### src/include/arcd_map.svh
`ifndef ARCD_MAP_SVH
`define ARCD_MAP_SVH

// Register indices; byte address is four times the index
`define ARCD_IDX_RESULT_LOW 8'hC2
`define ARCD_IDX_RESULT_HIGH 8'hC3
`define ARCD_IDX_CMP_LOW 8'hCE
`define ARCD_IDX_CMP_HIGH 8'hCF
`define ARCD_IDX_CMP_BRAKE_CTRL 8'hE2
`define ARCD_IDX_TRIG_DELAY_LOW 8'hE3
`define ARCD_IDX_PIN_DISCONNECT 8'hF6
`define ARCD_IDX_CONV_CTRL 8'hE8
`define ARCD_IDX_IRQ_STATUS 8'hEA
`define ARCD_IDX_IRQ_MASK 8'hEB

// Reset values
`define ARCD_RST_BYTE 8'h00
`define ARCD_RST_CMP 12'h000
`define ARCD_RST_DELAY 9'h000

// Comparator and brake control fields
`define ARCD_CBC_BRAKE_EN 7
`define ARCD_CBC_POLARITY 6
`define ARCD_CBC_CMP_EN 5
`define ARCD_CBC_CMP_OUT 4
`define ARCD_CBC_DELAY_B8 0

// Conversion control fields
`define ARCD_CC_EXT_TRIG_EN 0
`define ARCD_CC_START_BUSY 1
`define ARCD_CC_DONE_FLAG 2

// Interrupt status and mask fields
`define ARCD_IRQ_DONE 0
`define ARCD_IRQ_BRAKE 1

// Widths
`define ARCD_RESULT_W 12
`define ARCD_DELAY_W 9
`define ARCD_PIN_W 8
`define ARCD_ADDR_W 12

`endif

### src/include/arcd_pkg.sv
package arcd_pkg;

  // Conversion sequencing
  typedef enum logic [1:0] {
    ARCD_IDLE,
    ARCD_DELAY,
    ARCD_CONV
  } arcd_state_t;

  // Answer from the analog converter core
  typedef struct packed {
    logic done;
    logic [11:0] data;
  } arcd_adc_rsp_t;

  // Requests toward the PWM unit
  typedef struct packed {
    logic brake;
    logic run_clr;
  } arcd_pwm_req_t;

endpackage

### src/design/arcd_trig_delay.sv
`timescale 1ns/1ps
`include "arcd_map.svh"

module arcd_trig_delay (
  input wire logic pclk,
  input wire logic presetn,
  input wire logic load,
  input wire logic abort,
  input wire logic [`ARCD_DELAY_W-1:0] delay,
  output logic expire
);

  logic [`ARCD_DELAY_W-1:0] cnt_ff;
  logic [`ARCD_DELAY_W-1:0] nxt_cnt;
  logic active_ff;
  logic nxt_active;

  // Expires in the same cycle that the count reaches zero
  assign expire = active_ff && (cnt_ff == `ARCD_RST_DELAY);

  // Down counter, one step per pclk cycle
  always_comb begin
    nxt_cnt = cnt_ff;
    nxt_active = active_ff;
    if (abort) begin
      nxt_active = 1'b0;
    end else if (load) begin
      nxt_cnt = delay;
      nxt_active = 1'b1;
    end else if (expire) begin
      nxt_active = 1'b0;
    end else if (active_ff) begin
      nxt_cnt = cnt_ff - 9'h001;
    end
  end

  always_ff @(posedge pclk or negedge presetn) begin
    if (!presetn) begin
      cnt_ff <= `ARCD_RST_DELAY;
      active_ff <= 1'b0;
    end else begin
      cnt_ff <= nxt_cnt;
      active_ff <= nxt_active;
    end
  end

endmodule

### src/design/arcd_core.sv
// Behaviour
// - Compare output rising with brake enabled asserts PWM brake; disabled means none
// - Compare brake clears PWM run flag; software restarts PWM
// - Polarity 0: output 1 when result >= compare value
// - Polarity 1: output 1 when result < compare value
// - Comparator works only while its enable bit is 1
// - Comparator output updates at each conversion end, holds otherwise
// - Disconnect bit 1 forces pin digital read to 0
// - Delay is 9 bits: low byte register plus control bit 0
// - External trigger waits out the programmed delay before conversion
// - Result readable as high byte 11:4 and low nibble 3:0
// - Compare value held as high byte 11:4 and low nibble 3:0
// - Done flag set by hardware, cleared by software, blocks new starts
// - Start bit write 1 starts, reads 1 while busy, self clears
// - External triggers ignored while a conversion is busy
//
// Added by the designer: the APB interface to the registers.
`timescale 1ns/1ps
`include "arcd_map.svh"

module arcd_core (
  input wire logic pclk,
  input wire logic presetn,
  input wire logic psel,
  input wire logic penable,
  input wire logic pwrite,
  input wire logic [`ARCD_ADDR_W-1:0] paddr,
  input wire logic [31:0] pwdata,
  output logic [31:0] prdata,
  output logic pready,
  output logic pslverr,
  input wire logic ext_trigger,
  input wire arcd_pkg::arcd_adc_rsp_t adc_rsp,
  output logic adc_start,
  output arcd_pkg::arcd_pwm_req_t pwm_req,
  input wire logic [`ARCD_PIN_W-1:0] pin_din,
  output logic [`ARCD_PIN_W-1:0] pin_dread,
  output logic irq
);

  // Byte address to register index, aligned words only
  function automatic logic [8:0] word_index(input logic [`ARCD_ADDR_W-1:0] addr);
    word_index = {(addr[1:0] != 2'h0) || (addr[11:10] != 2'h0), addr[9:2]};
  endfunction

  // Register index known to this block
  function automatic logic is_mapped(input logic [8:0] idx);
    case (idx)
      {1'b0, `ARCD_IDX_RESULT_LOW}, {1'b0, `ARCD_IDX_RESULT_HIGH},
      {1'b0, `ARCD_IDX_CMP_LOW}, {1'b0, `ARCD_IDX_CMP_HIGH},
      {1'b0, `ARCD_IDX_CMP_BRAKE_CTRL}, {1'b0, `ARCD_IDX_TRIG_DELAY_LOW},
      {1'b0, `ARCD_IDX_PIN_DISCONNECT}, {1'b0, `ARCD_IDX_CONV_CTRL},
      {1'b0, `ARCD_IDX_IRQ_STATUS}, {1'b0, `ARCD_IDX_IRQ_MASK}: is_mapped = 1'b1;
      default: is_mapped = 1'b0;
    endcase
  endfunction

  // Result comparator with selectable polarity
  function automatic logic compare(input logic [11:0] res, input logic [11:0] ref_val,
                                   input logic pol);
    if (pol) begin
      compare = (res < ref_val);
    end else begin
      compare = (res >= ref_val);
    end
  endfunction

  // Register state
  logic [11:0] result_ff;
  logic [11:0] nxt_result;
  logic [11:0] cmp_value_ff;
  logic [11:0] nxt_cmp_value;
  logic brake_en_ff;
  logic nxt_brake_en;
  logic polarity_ff;
  logic nxt_polarity;
  logic cmp_en_ff;
  logic nxt_cmp_en;
  logic cmp_out_ff;
  logic nxt_cmp_out;
  logic [8:0] delay_ff;
  logic [8:0] nxt_delay;
  logic [7:0] disconnect_ff;
  logic [7:0] nxt_disconnect;
  logic ext_en_ff;
  logic nxt_ext_en;
  logic done_ff;
  logic nxt_done;
  logic [1:0] irq_stat_ff;
  logic [1:0] nxt_irq_stat;
  logic [1:0] irq_mask_ff;
  logic [1:0] nxt_irq_mask;
  logic [31:0] rdata_ff;
  logic [31:0] nxt_rdata;
  arcd_pkg::arcd_state_t state_ff;
  arcd_pkg::arcd_state_t nxt_state;

  // Pin synchronisers and trigger edge detect
  logic trig_meta_ff;
  logic trig_sync_ff;
  logic trig_prev_ff;
  logic [7:0] pin_meta_ff;
  logic [7:0] pin_sync_ff;
  logic [7:0] pin_dread_ff;
  logic [7:0] nxt_pin_dread;
  logic brake_prev_ff;

  logic [8:0] idx;
  logic wr_en;
  logic rd_setup;
  logic sw_start;
  logic trig_edge;
  logic delay_load;
  logic delay_abort;
  logic delay_expire;
  logic conv_end;
  logic brake_lvl;
  logic brake_rise;
  logic [7:0] wbyte;

  // APB decode; writes land in the access phase only
  assign idx = word_index(paddr);
  assign wbyte = pwdata[7:0];
  assign wr_en = psel && penable && pwrite && is_mapped(idx);
  assign rd_setup = psel && !penable && !pwrite;
  assign pready = 1'b1; // Zero wait state: read data prepared in setup phase
  assign pslverr = psel && penable && !is_mapped(idx);
  assign prdata = rdata_ff;

  // Trigger pin: two flops, then rising edge
  assign trig_edge = trig_sync_ff && !trig_prev_ff;

  // Software start: write one only, ignored while busy or done flag set
  assign sw_start = wr_en && (idx == {1'b0, `ARCD_IDX_CONV_CTRL})
                    && wbyte[`ARCD_CC_START_BUSY];
  assign conv_end = (state_ff == arcd_pkg::ARCD_CONV) && adc_rsp.done;

  // Delay counter control
  assign delay_load = (state_ff == arcd_pkg::ARCD_IDLE) && !done_ff && !sw_start
                      && ext_en_ff && trig_edge;
  assign delay_abort = (state_ff == arcd_pkg::ARCD_CONV); // Counter held idle while converting
  assign adc_start = (state_ff == arcd_pkg::ARCD_DELAY && delay_expire)
                     || (state_ff == arcd_pkg::ARCD_IDLE && !done_ff && sw_start);

  arcd_trig_delay u_delay (
    .pclk(pclk),
    .presetn(presetn),
    .load(delay_load),
    .abort(delay_abort),
    .delay(delay_ff),
    .expire(delay_expire)
  );

  // Conversion sequence
  always_comb begin
    nxt_state = state_ff;
    unique case (state_ff)
      arcd_pkg::ARCD_IDLE: begin
        if (adc_start) begin
          nxt_state = arcd_pkg::ARCD_CONV;
        end else if (delay_load) begin
          nxt_state = arcd_pkg::ARCD_DELAY;
        end
      end
      arcd_pkg::ARCD_DELAY: begin
        if (delay_expire) begin
          nxt_state = arcd_pkg::ARCD_CONV;
        end
      end
      arcd_pkg::ARCD_CONV: begin
        if (adc_rsp.done) begin
          nxt_state = arcd_pkg::ARCD_IDLE;
        end
      end
    endcase
  end

  always_ff @(posedge pclk or negedge presetn) begin
    if (!presetn) begin
      state_ff <= arcd_pkg::ARCD_IDLE;
    end else begin
      state_ff <= nxt_state;
    end
  end

  // Brake request: level while compare holds, run clear on its rise
  assign brake_lvl = brake_en_ff && cmp_en_ff && cmp_out_ff;
  assign brake_rise = brake_lvl && !brake_prev_ff;
  assign pwm_req.brake = brake_lvl;
  assign pwm_req.run_clr = brake_rise;
  assign irq = |(irq_stat_ff & irq_mask_ff);
  assign pin_dread = pin_dread_ff;

  // Software-visible registers and flags
  always_comb begin
    nxt_result = result_ff;
    nxt_cmp_value = cmp_value_ff;
    nxt_brake_en = brake_en_ff;
    nxt_polarity = polarity_ff;
    nxt_cmp_en = cmp_en_ff;
    nxt_cmp_out = cmp_out_ff;
    nxt_delay = delay_ff;
    nxt_disconnect = disconnect_ff;
    nxt_ext_en = ext_en_ff;
    nxt_done = done_ff;
    nxt_irq_stat = irq_stat_ff;
    nxt_irq_mask = irq_mask_ff;
    if (wr_en) begin
      unique case (idx[7:0])
        `ARCD_IDX_CMP_LOW: nxt_cmp_value[3:0] = wbyte[3:0];
        `ARCD_IDX_CMP_HIGH: nxt_cmp_value[11:4] = wbyte;
        `ARCD_IDX_CMP_BRAKE_CTRL: begin
          nxt_brake_en = wbyte[`ARCD_CBC_BRAKE_EN];
          nxt_polarity = wbyte[`ARCD_CBC_POLARITY];
          nxt_cmp_en = wbyte[`ARCD_CBC_CMP_EN];
          nxt_delay[8] = wbyte[`ARCD_CBC_DELAY_B8];
        end
        `ARCD_IDX_TRIG_DELAY_LOW: nxt_delay[7:0] = wbyte;
        `ARCD_IDX_PIN_DISCONNECT: nxt_disconnect = wbyte;
        `ARCD_IDX_CONV_CTRL: begin
          nxt_ext_en = wbyte[`ARCD_CC_EXT_TRIG_EN];
          if (!wbyte[`ARCD_CC_DONE_FLAG]) begin
            nxt_done = 1'b0;
          end
        end
        `ARCD_IDX_IRQ_STATUS: nxt_irq_stat = irq_stat_ff & ~wbyte[1:0];
        `ARCD_IDX_IRQ_MASK: nxt_irq_mask = wbyte[1:0];
        default: begin
        end
      endcase
    end
    // Disabled comparator reports no match, except for one cycle when the disable write meets a conversion end
    if (!nxt_cmp_en) begin
      nxt_cmp_out = 1'b0;
    end
    // Completion wins over a same-cycle software clear
    if (conv_end) begin
      nxt_result = adc_rsp.data;
      nxt_done = 1'b1;
      nxt_irq_stat[`ARCD_IRQ_DONE] = 1'b1;
      if (cmp_en_ff) begin
        nxt_cmp_out = compare(adc_rsp.data, cmp_value_ff, polarity_ff);
      end
    end
    if (brake_rise) begin
      nxt_irq_stat[`ARCD_IRQ_BRAKE] = 1'b1;
    end
  end

  always_ff @(posedge pclk or negedge presetn) begin
    if (!presetn) begin
      result_ff <= `ARCD_RST_CMP;
      cmp_value_ff <= `ARCD_RST_CMP;
      brake_en_ff <= 1'b0;
      polarity_ff <= 1'b0;
      cmp_en_ff <= 1'b0;
      cmp_out_ff <= 1'b0;
      delay_ff <= `ARCD_RST_DELAY;
      disconnect_ff <= `ARCD_RST_BYTE;
      ext_en_ff <= 1'b0;
      done_ff <= 1'b0;
      irq_stat_ff <= 2'h0;
      irq_mask_ff <= 2'h0;
    end else begin
      result_ff <= nxt_result;
      cmp_value_ff <= nxt_cmp_value;
      brake_en_ff <= nxt_brake_en;
      polarity_ff <= nxt_polarity;
      cmp_en_ff <= nxt_cmp_en;
      cmp_out_ff <= nxt_cmp_out;
      delay_ff <= nxt_delay;
      disconnect_ff <= nxt_disconnect;
      ext_en_ff <= nxt_ext_en;
      done_ff <= nxt_done;
      irq_stat_ff <= nxt_irq_stat;
      irq_mask_ff <= nxt_irq_mask;
    end
  end

  // Read mux, sampled in the setup phase
  always_comb begin
    nxt_rdata = rdata_ff;
    if (rd_setup) begin
      nxt_rdata = 32'h0000_0000;
      unique case (idx[7:0])
        `ARCD_IDX_RESULT_LOW: nxt_rdata[3:0] = result_ff[3:0];
        `ARCD_IDX_RESULT_HIGH: nxt_rdata[7:0] = result_ff[11:4];
        `ARCD_IDX_CMP_LOW: nxt_rdata[3:0] = cmp_value_ff[3:0];
        `ARCD_IDX_CMP_HIGH: nxt_rdata[7:0] = cmp_value_ff[11:4];
        `ARCD_IDX_CMP_BRAKE_CTRL: begin
          nxt_rdata[`ARCD_CBC_BRAKE_EN] = brake_en_ff;
          nxt_rdata[`ARCD_CBC_POLARITY] = polarity_ff;
          nxt_rdata[`ARCD_CBC_CMP_EN] = cmp_en_ff;
          nxt_rdata[`ARCD_CBC_CMP_OUT] = cmp_out_ff;
          nxt_rdata[`ARCD_CBC_DELAY_B8] = delay_ff[8];
        end
        `ARCD_IDX_TRIG_DELAY_LOW: nxt_rdata[7:0] = delay_ff[7:0];
        `ARCD_IDX_PIN_DISCONNECT: nxt_rdata[7:0] = disconnect_ff;
        `ARCD_IDX_CONV_CTRL: begin
          nxt_rdata[`ARCD_CC_EXT_TRIG_EN] = ext_en_ff;
          nxt_rdata[`ARCD_CC_START_BUSY] = (state_ff != arcd_pkg::ARCD_IDLE);
          nxt_rdata[`ARCD_CC_DONE_FLAG] = done_ff;
        end
        `ARCD_IDX_IRQ_STATUS: nxt_rdata[1:0] = irq_stat_ff;
        `ARCD_IDX_IRQ_MASK: nxt_rdata[1:0] = irq_mask_ff;
        default: begin
        end
      endcase
      if (idx[8]) begin
        nxt_rdata = 32'h0000_0000; // Misaligned reads return zero
      end
    end
  end

  // Pin read path; first sync flop feeds only the second
  always_comb begin
    nxt_pin_dread = pin_sync_ff & ~disconnect_ff;
  end

  always_ff @(posedge pclk or negedge presetn) begin
    if (!presetn) begin
      rdata_ff <= 32'h0000_0000;
      trig_meta_ff <= 1'b0;
      trig_sync_ff <= 1'b0;
      trig_prev_ff <= 1'b0;
      pin_meta_ff <= `ARCD_RST_BYTE;
      pin_sync_ff <= `ARCD_RST_BYTE;
      pin_dread_ff <= `ARCD_RST_BYTE;
      brake_prev_ff <= 1'b0;
    end else begin
      rdata_ff <= nxt_rdata;
      trig_meta_ff <= ext_trigger;
      trig_sync_ff <= trig_meta_ff;
      trig_prev_ff <= trig_sync_ff;
      pin_meta_ff <= pin_din;
      pin_sync_ff <= pin_meta_ff;
      pin_dread_ff <= nxt_pin_dread;
      brake_prev_ff <= brake_lvl;
    end
  end

endmodule

### config.mk
export PLATFORM = sky130hd
export DESIGN_NAME = arcd_core
export DESIGN_NICKNAME = d
export VERILOG_FILES = /design/src/include/arcd_pkg.sv /design/src/design/arcd_trig_delay.sv /design/src/design/arcd_core.sv
export VERILOG_INCLUDE_DIRS = /design/src /design/src/include
export SDC_FILE = /design/constraint.sdc
export NUM_CORES = 1
export LEC_CHECK = 0
export BUFFER_PORTS_ARGS = -buffer_cell sky130_fd_sc_hd__buf_2
export CORE_MARGIN = 2
export CORE_UTILIZATION = 60
export CTS_BUF_LIST = sky130_fd_sc_hd__clkbuf_8
export DETAILED_ROUTE_END_ITERATION = 12
export MAX_ROUTING_LAYER = met4
export PLACE_DENSITY_LB_ADDON = 0.2
export SYNTH_ARGS = -nofsm -noshare
export SYNTH_HDL_FRONTEND = slang
export SYNTH_SLANG_ARGS = --single-unit
### constraint.sdc
create_clock -name pclk -period 4.05 [get_ports pclk]
set_input_delay 0.81 -clock pclk [delete_from_list [all_inputs] [get_ports pclk]]
set_output_delay 0.81 -clock pclk [all_outputs]
set_load 0.05 [all_outputs]
**Word level (Yosys, flattened, before mapping)**

Index checks and enable logic that the tools add are counted.
W data, S select, Z words.

- Output and inout port bits: 46
- Flip-flop bits (word level): 123
- Word-level logic and storage cells: 149
- Input bits: 71

- Bitwise gates (word level): 6
- Eq/ne operators: 27
- Multiplexer cells: 32
- Reductions and logical operators: 55
- Order comparisons: 2
- Add/sub/neg operators: 1

Operators by type and width:

| cell | number |
|---|---|
| $eq A9 B8 Y1 const B | 10 |
| $eq A8 B8 Y1 const B | 10 |
| $mux W9 | 3 |
| $logic_and A1 B1 Y1 | 20 |
| $pmux W4 S5 | 1 |
| $reduce_and A2 Y1 | 9 |
| $reduce_bool A2 Y1 | 9 |
| $mux W1 | 16 |
| $ge A12 B12 Y1 | 1 |
| $lt A12 B12 Y1 | 1 |
| $mux W2 | 6 |
| $pmux W1 S10 | 1 |
| $reduce_or A10 Y1 | 1 |
| $logic_not A9 Y1 | 1 |
| $pmux W1 S9 | 1 |
| $reduce_and A3 Y1 | 3 |
| $sub A9 B1 Y9 const B | 1 |
| $and A8 B8 Y8 | 1 |
| $mux W8 | 1 |
| $not A8 Y8 | 1 |
| $logic_not A1 Y1 | 7 |
| $pmux W1 S7 | 1 |
| $ne A2 B2 Y1 const B | 3 |
| $pmux W1 S6 | 1 |
| other kinds (12) | 14 |

**Logic depth before layout (Yosys ltp)**

- Word-level depth: 15
- Mapped depth: 9
- Mapped depth without buffers: 8

**By module**

From an unflattened synthesis, not the netlist that was laid out.

- Cell total of the unflattened synthesis: 466
- Area total of the unflattened synthesis: 5013.6 sq um

Modules (own cells, without submodules):

| module | cells an instance | area each (sq um) | instances | sequential area each (sq um) |
|---|---|---|---|---|
| arcd_core | 391 | 4344.2 | 1 | 2227.1 |
| arcd_trig_delay | 75 | 669.4 | 1 | 250.2 |

**Worst setup path before layout**

OpenSTA, ideal clock, no wires.

- Path type: input to output
- From: in paddr[6]
- To: out pslverr
- Stages on the path: 7
- Data required time: 3240 ps
- Arrival time: 2142 ps
- Slack: 1098 ps
- Buffers on the path: 1
- Cells stage by stage: buf_2 -> and4b_1 -> a31o_2 -> o21ai_0 -> o211ai_1 -> nand2_1 -> and3_1

- Longest elaborated chain between the ends: 5
- Elaborated cells between the ends (all ways): 14
- Those cells by class: eq/ne (10); mux (1); reduce/logical (3)

RTL lines:

| what | line | source |
|---|---|---|
| start, declared | arcd_core.sv:27 | `` input wire logic [`ARCD_ADDR_W-1:0] paddr, `` |
| $eq A9 B8 Y1 | arcd_core.sv:48 | `case (idx)` |
| $reduce_or A10 Y1 * | arcd_core.sv:48 |  |
| $mux W1 * | arcd_core.sv:48 |  |
| $logic_not A1 Y1 * | arcd_core.sv:127 | `assign pslverr = psel && penable && !is_mapped(idx);` |
| $logic_and A1 B1 Y1 * | arcd_core.sv:127 |  |
| end, declared | arcd_core.sv:31 | `output logic pslverr,` |

Mark *: on every way between the ends. The rest lies on a longest branch, timed or not.

**Worst setup path in the final report**

- From: in paddr[1]
- To: out adc_start

- Longest elaborated chain between the ends: 10
- Elaborated cells between the ends (all ways): 19
- Those cells by class: eq/ne (10); mux (1); reduce/logical (8)

RTL lines:

| what | line | source |
|---|---|---|
| $reduce_bool A2 Y1 * | arcd_core.sv:43 | `word_index = {(addr[1:0] != 2'h0) \|\| (addr[11:10] != 2'h0), addr[9:2]};` |
| $logic_or A1 B1 Y1 * | arcd_core.sv:43 |  |
| $eq A9 B8 Y1 (on tied branches) | arcd_core.sv:48, arcd_core.sv:134 |  |
| $reduce_or A10 Y1 | arcd_core.sv:48 |  |
| $mux W1 | arcd_core.sv:48 |  |
| $logic_and A1 B1 Y1 | arcd_core.sv:124 | `assign wr_en = psel && penable && pwrite && is_mapped(idx);` |
| $logic_and A1 B1 Y1 * (2 in series) | arcd_core.sv:134 | `` assign sw_start = wr_en && (idx == {1'b0, `ARCD_IDX_CONV_CTRL}) `` |
| $logic_and A1 B1 Y1 * | arcd_core.sv:143 | `\|\| (state_ff == arcd_pkg::ARCD_IDLE && !done_ff && sw_start);` |
| $logic_or A1 B1 Y1 * | arcd_core.sv:143 |  |
| end, declared | arcd_core.sv:34 | `output logic adc_start,` |

Marks and branches as above.

==> impl_metrics.env <==
export IMPL_min_path_type="reg -> reg"
export IMPL_area_growth_pct=9.694
export IMPL_worstSetupEndpointType="primary output"
export IMPL_synth_area_top_cells="dfrtp_1 (50%), mux2_2 (11%), buf_4 (4.4%)"
export IMPL_slew_violations=0
export IMPL_globalRoute_totalOverflow=0
export IMPL_clock_path_buffers=2
export IMPL_drc=0
export IMPL_synth_compound_area_share_pct=12.50
export IMPL_hpwl_um=8085
export IMPL_cts_root_buffer="clkbuf_8"
export IMPL_grt_start_max_net_pins=51
export IMPL_die_h_um=95.24
export IMPL_grt_pass1_wl_um=17800
export IMPL_ys_warn_count=0
export IMPL_cts_max_level=3
export IMPL_vias=3725
export IMPL_io_pins=117
export IMPL_finalPower_w=0.001869
export IMPL_synth_edf_count=0
export IMPL_synth_top_area_cell="dfrtp_1"
export IMPL_max_freq_mhz=296.7
export IMPL_drt_wl_total_um=10950
export IMPL_synth_top_family_by_area="simple AND/OR/NAND/NOR gates"
export IMPL_path_clk_slew_ns=0.10
export IMPL_fin_ws_ns=0.6793
export IMPL_vdd_drop_max_v=0.0002174
export IMPL_synth_common_cells="dfrtp_1 (99), mux2_2 (48), nand2_1 (42)"
export IMPL_ys_ff_latch=99
export IMPL_synth_most_common_cell="dfrtp_1"
export IMPL_post_cts_buffers=0
export IMPL_fp_row_count=33
export IMPL_die_area_sq_um=9071
export IMPL_fin_crit_ns=3.371
export IMPL_avgSynthCellArea_sq_um=10.88
export IMPL_setup_viol=0
export IMPL_final_area_sq_um=5479
export IMPL_wire_per_inst_um=17.33
export IMPL_fin_nets=608
export IMPL_maxCapViolCount=0
export IMPL_drt_pass1_iter_count=5
export IMPL_p_per_area_nw_per_um2=341.1
export IMPL_layout_drive_gt1_share_pct=27.95
export IMPL_place_area_sq_um=5284
export IMPL_core_region_area_sq_um=8134
export IMPL_leakage_nw=2.641
export IMPL_fin_util_pct=67.36
export IMPL_synth_simple_area_share_pct=14.93
export IMPL_finalSetupTns_ns=0
export IMPL_cts_resized=0
export IMPL_async_flop_share_pct=100.0
export IMPL_grt_pass1_vias=3562
export IMPL_cts_hold_buf=0
export IMPL_antenna_found_initial=1
export IMPL_synth_seq_area_share_pct=49.60
export IMPL_synth_top_area_share_pct=49.60
export IMPL_clock_skew_ns=0.006269
export IMPL_cp_start_kind="input port"
export IMPL_yosysUniqueCellTypes=61
export IMPL_vias_per_cell=5.894
export IMPL_worstMarginPinSlew_ns=0.6731
export IMPL_start_util_pct=61.41
export IMPL_post_place_ws_ns=0.6971
export IMPL_min_period_over_period_pct=83.23
export IMPL_place_congestion=0.9023
export IMPL_cts_tree="built"
export IMPL_synth_xor_area_share_pct=0
export IMPL_outcome="complete, no violations"
export IMPL_rsz0062_at_grt="no"
export IMPL_finalHoldViolations=0
export IMPL_clock_sink_count=99
export IMPL_synth_mux_area_share_pct=11.22
export IMPL_cp_arrival_ns=2.56
export IMPL_path_max_fanout=8
export IMPL_final_antenna_net_count=0
export IMPL_netlist_area_sq_um=4995
export IMPL_drtIter0Drc=305
export IMPL_numCtsBuffers=9
export IMPL_grt_usage_pct=26.79
export IMPL_criticalPathCategory="in -> out"
export IMPL_synth_cells=459
export IMPL_clock_latency_ns=0.36
export IMPL_die_w_um=95.24
export IMPL_required_ns=3.24
export IMPL_yosys_area_share_adder_pct=4.008
export IMPL_ys_flop_type="dfrtp_1"
export IMPL_portBuffers=67
export IMPL_slew_headroom_pct=55.02
-- layer usage --
layer  vias to the layer above  global-route usage [%]  share of wire [%]
li1                       1724                       -                  -
met5                         -                       -                  0
met3                        22                   6.324                8.0
met1                      1823                   36.46                 44
met4                         0                   8.816                2.1
met2                       156                   39.91                 46
-- path summary, 6_finish.rpt --
| path | start | endpoint | slack, ns | cells past startpoint |
|---|---|---|---|---|
| worst max-delay path | paddr[1] | adc_start | 0.68 | 6 |
| worst min-delay path | pin_meta_ff[5] | pin_sync_ff[5] | 0.36 | 0 |
| worst max register to register | u_delay.cnt_ff[0] | u_delay.cnt_ff[4] | 1.79 | 8 |
| worst min register to register | pin_meta_ff[5] | pin_sync_ff[5] | 0.36 | 0 |
| max in group asynchronous | presetn | delay_ff[6] | 2.79 | 2 |
| min in group asynchronous | presetn | disconnect_ff[1] | 0.46 | 1 |
-- kinds of logic after synthesis --
group,after synthesis
muxes,50
other,2
AOI/OAI and AO/OA,89
buffers and inverters,66
DFF,99
adders and majority gates,16
and+or+nand+nor,137
-- per-stage QoR --
| stage | instances | hold slack [ns] |
|---|---|---|
| 6_report | 632 | 0.3553 |
| 5_1_grt | 632 | 0.3591 |
| 4_1_cts | 631 | 0.3592 |
| 3_5_place_dp | 615 | 0.3358 |
| 3_3_place_gp | 615 | 0.3314 |
| 2_1_floorplan | 482 | 0.3312 |
-- state kept, by name, summed over array words and instances, names as in the netlist, 2 cells and up --
register / flops
u_delay.cnt_ff: 9
result_ff: 12
irq_stat_ff: 2
irq_mask_ff: 2
cmp_value_ff: 12
pin_sync_ff: 8
state_ff: 2
pin_meta_ff: 8
delay_ff: 9
prdata: 8
disconnect_ff: 8
pin_dread: 8
-- power breakdown --
group	total [W]	internal [W]	switching (W)
sequential	0.00105	0.00102	0.0000302
clock	0.000616	0.000254	0.000362
combinational	0.000200	0.0000551	0.000145
-- layout make-up --
type,count,area [sq um]
Antenna cell,1,2.502
Clock buffer,10,137.6
Clock inverter,6,55.05
Fill cell,643,2655
Inverter,24,90.09
Multi-Input combinational cell,317,2225
Sequential cell,99,2477
Tap cell,105,131.4
Timing Repair Buffer,70,360.3
-- critical path: stages --
cell	delay, ns
buf_2	0.10
nor4_2	0.40
and4_1	0.54
nand4_1	0.27
nand2_1	0.16
buf_2	0.28
-- cell usage in the layout (no fill, tap or decap), types with 13 or more instances in the layout --
master and instances:
a21oi_1 21, buf_2 66, conb_1 25, dfrtp_1 99, ha_1 16, inv_1 24
mux2_2 48, nand2_1 42, nor2_1 22, nor2b_1 13, o21ai_0 13
No activity file was read; power rests on OpenSTA's default activity.
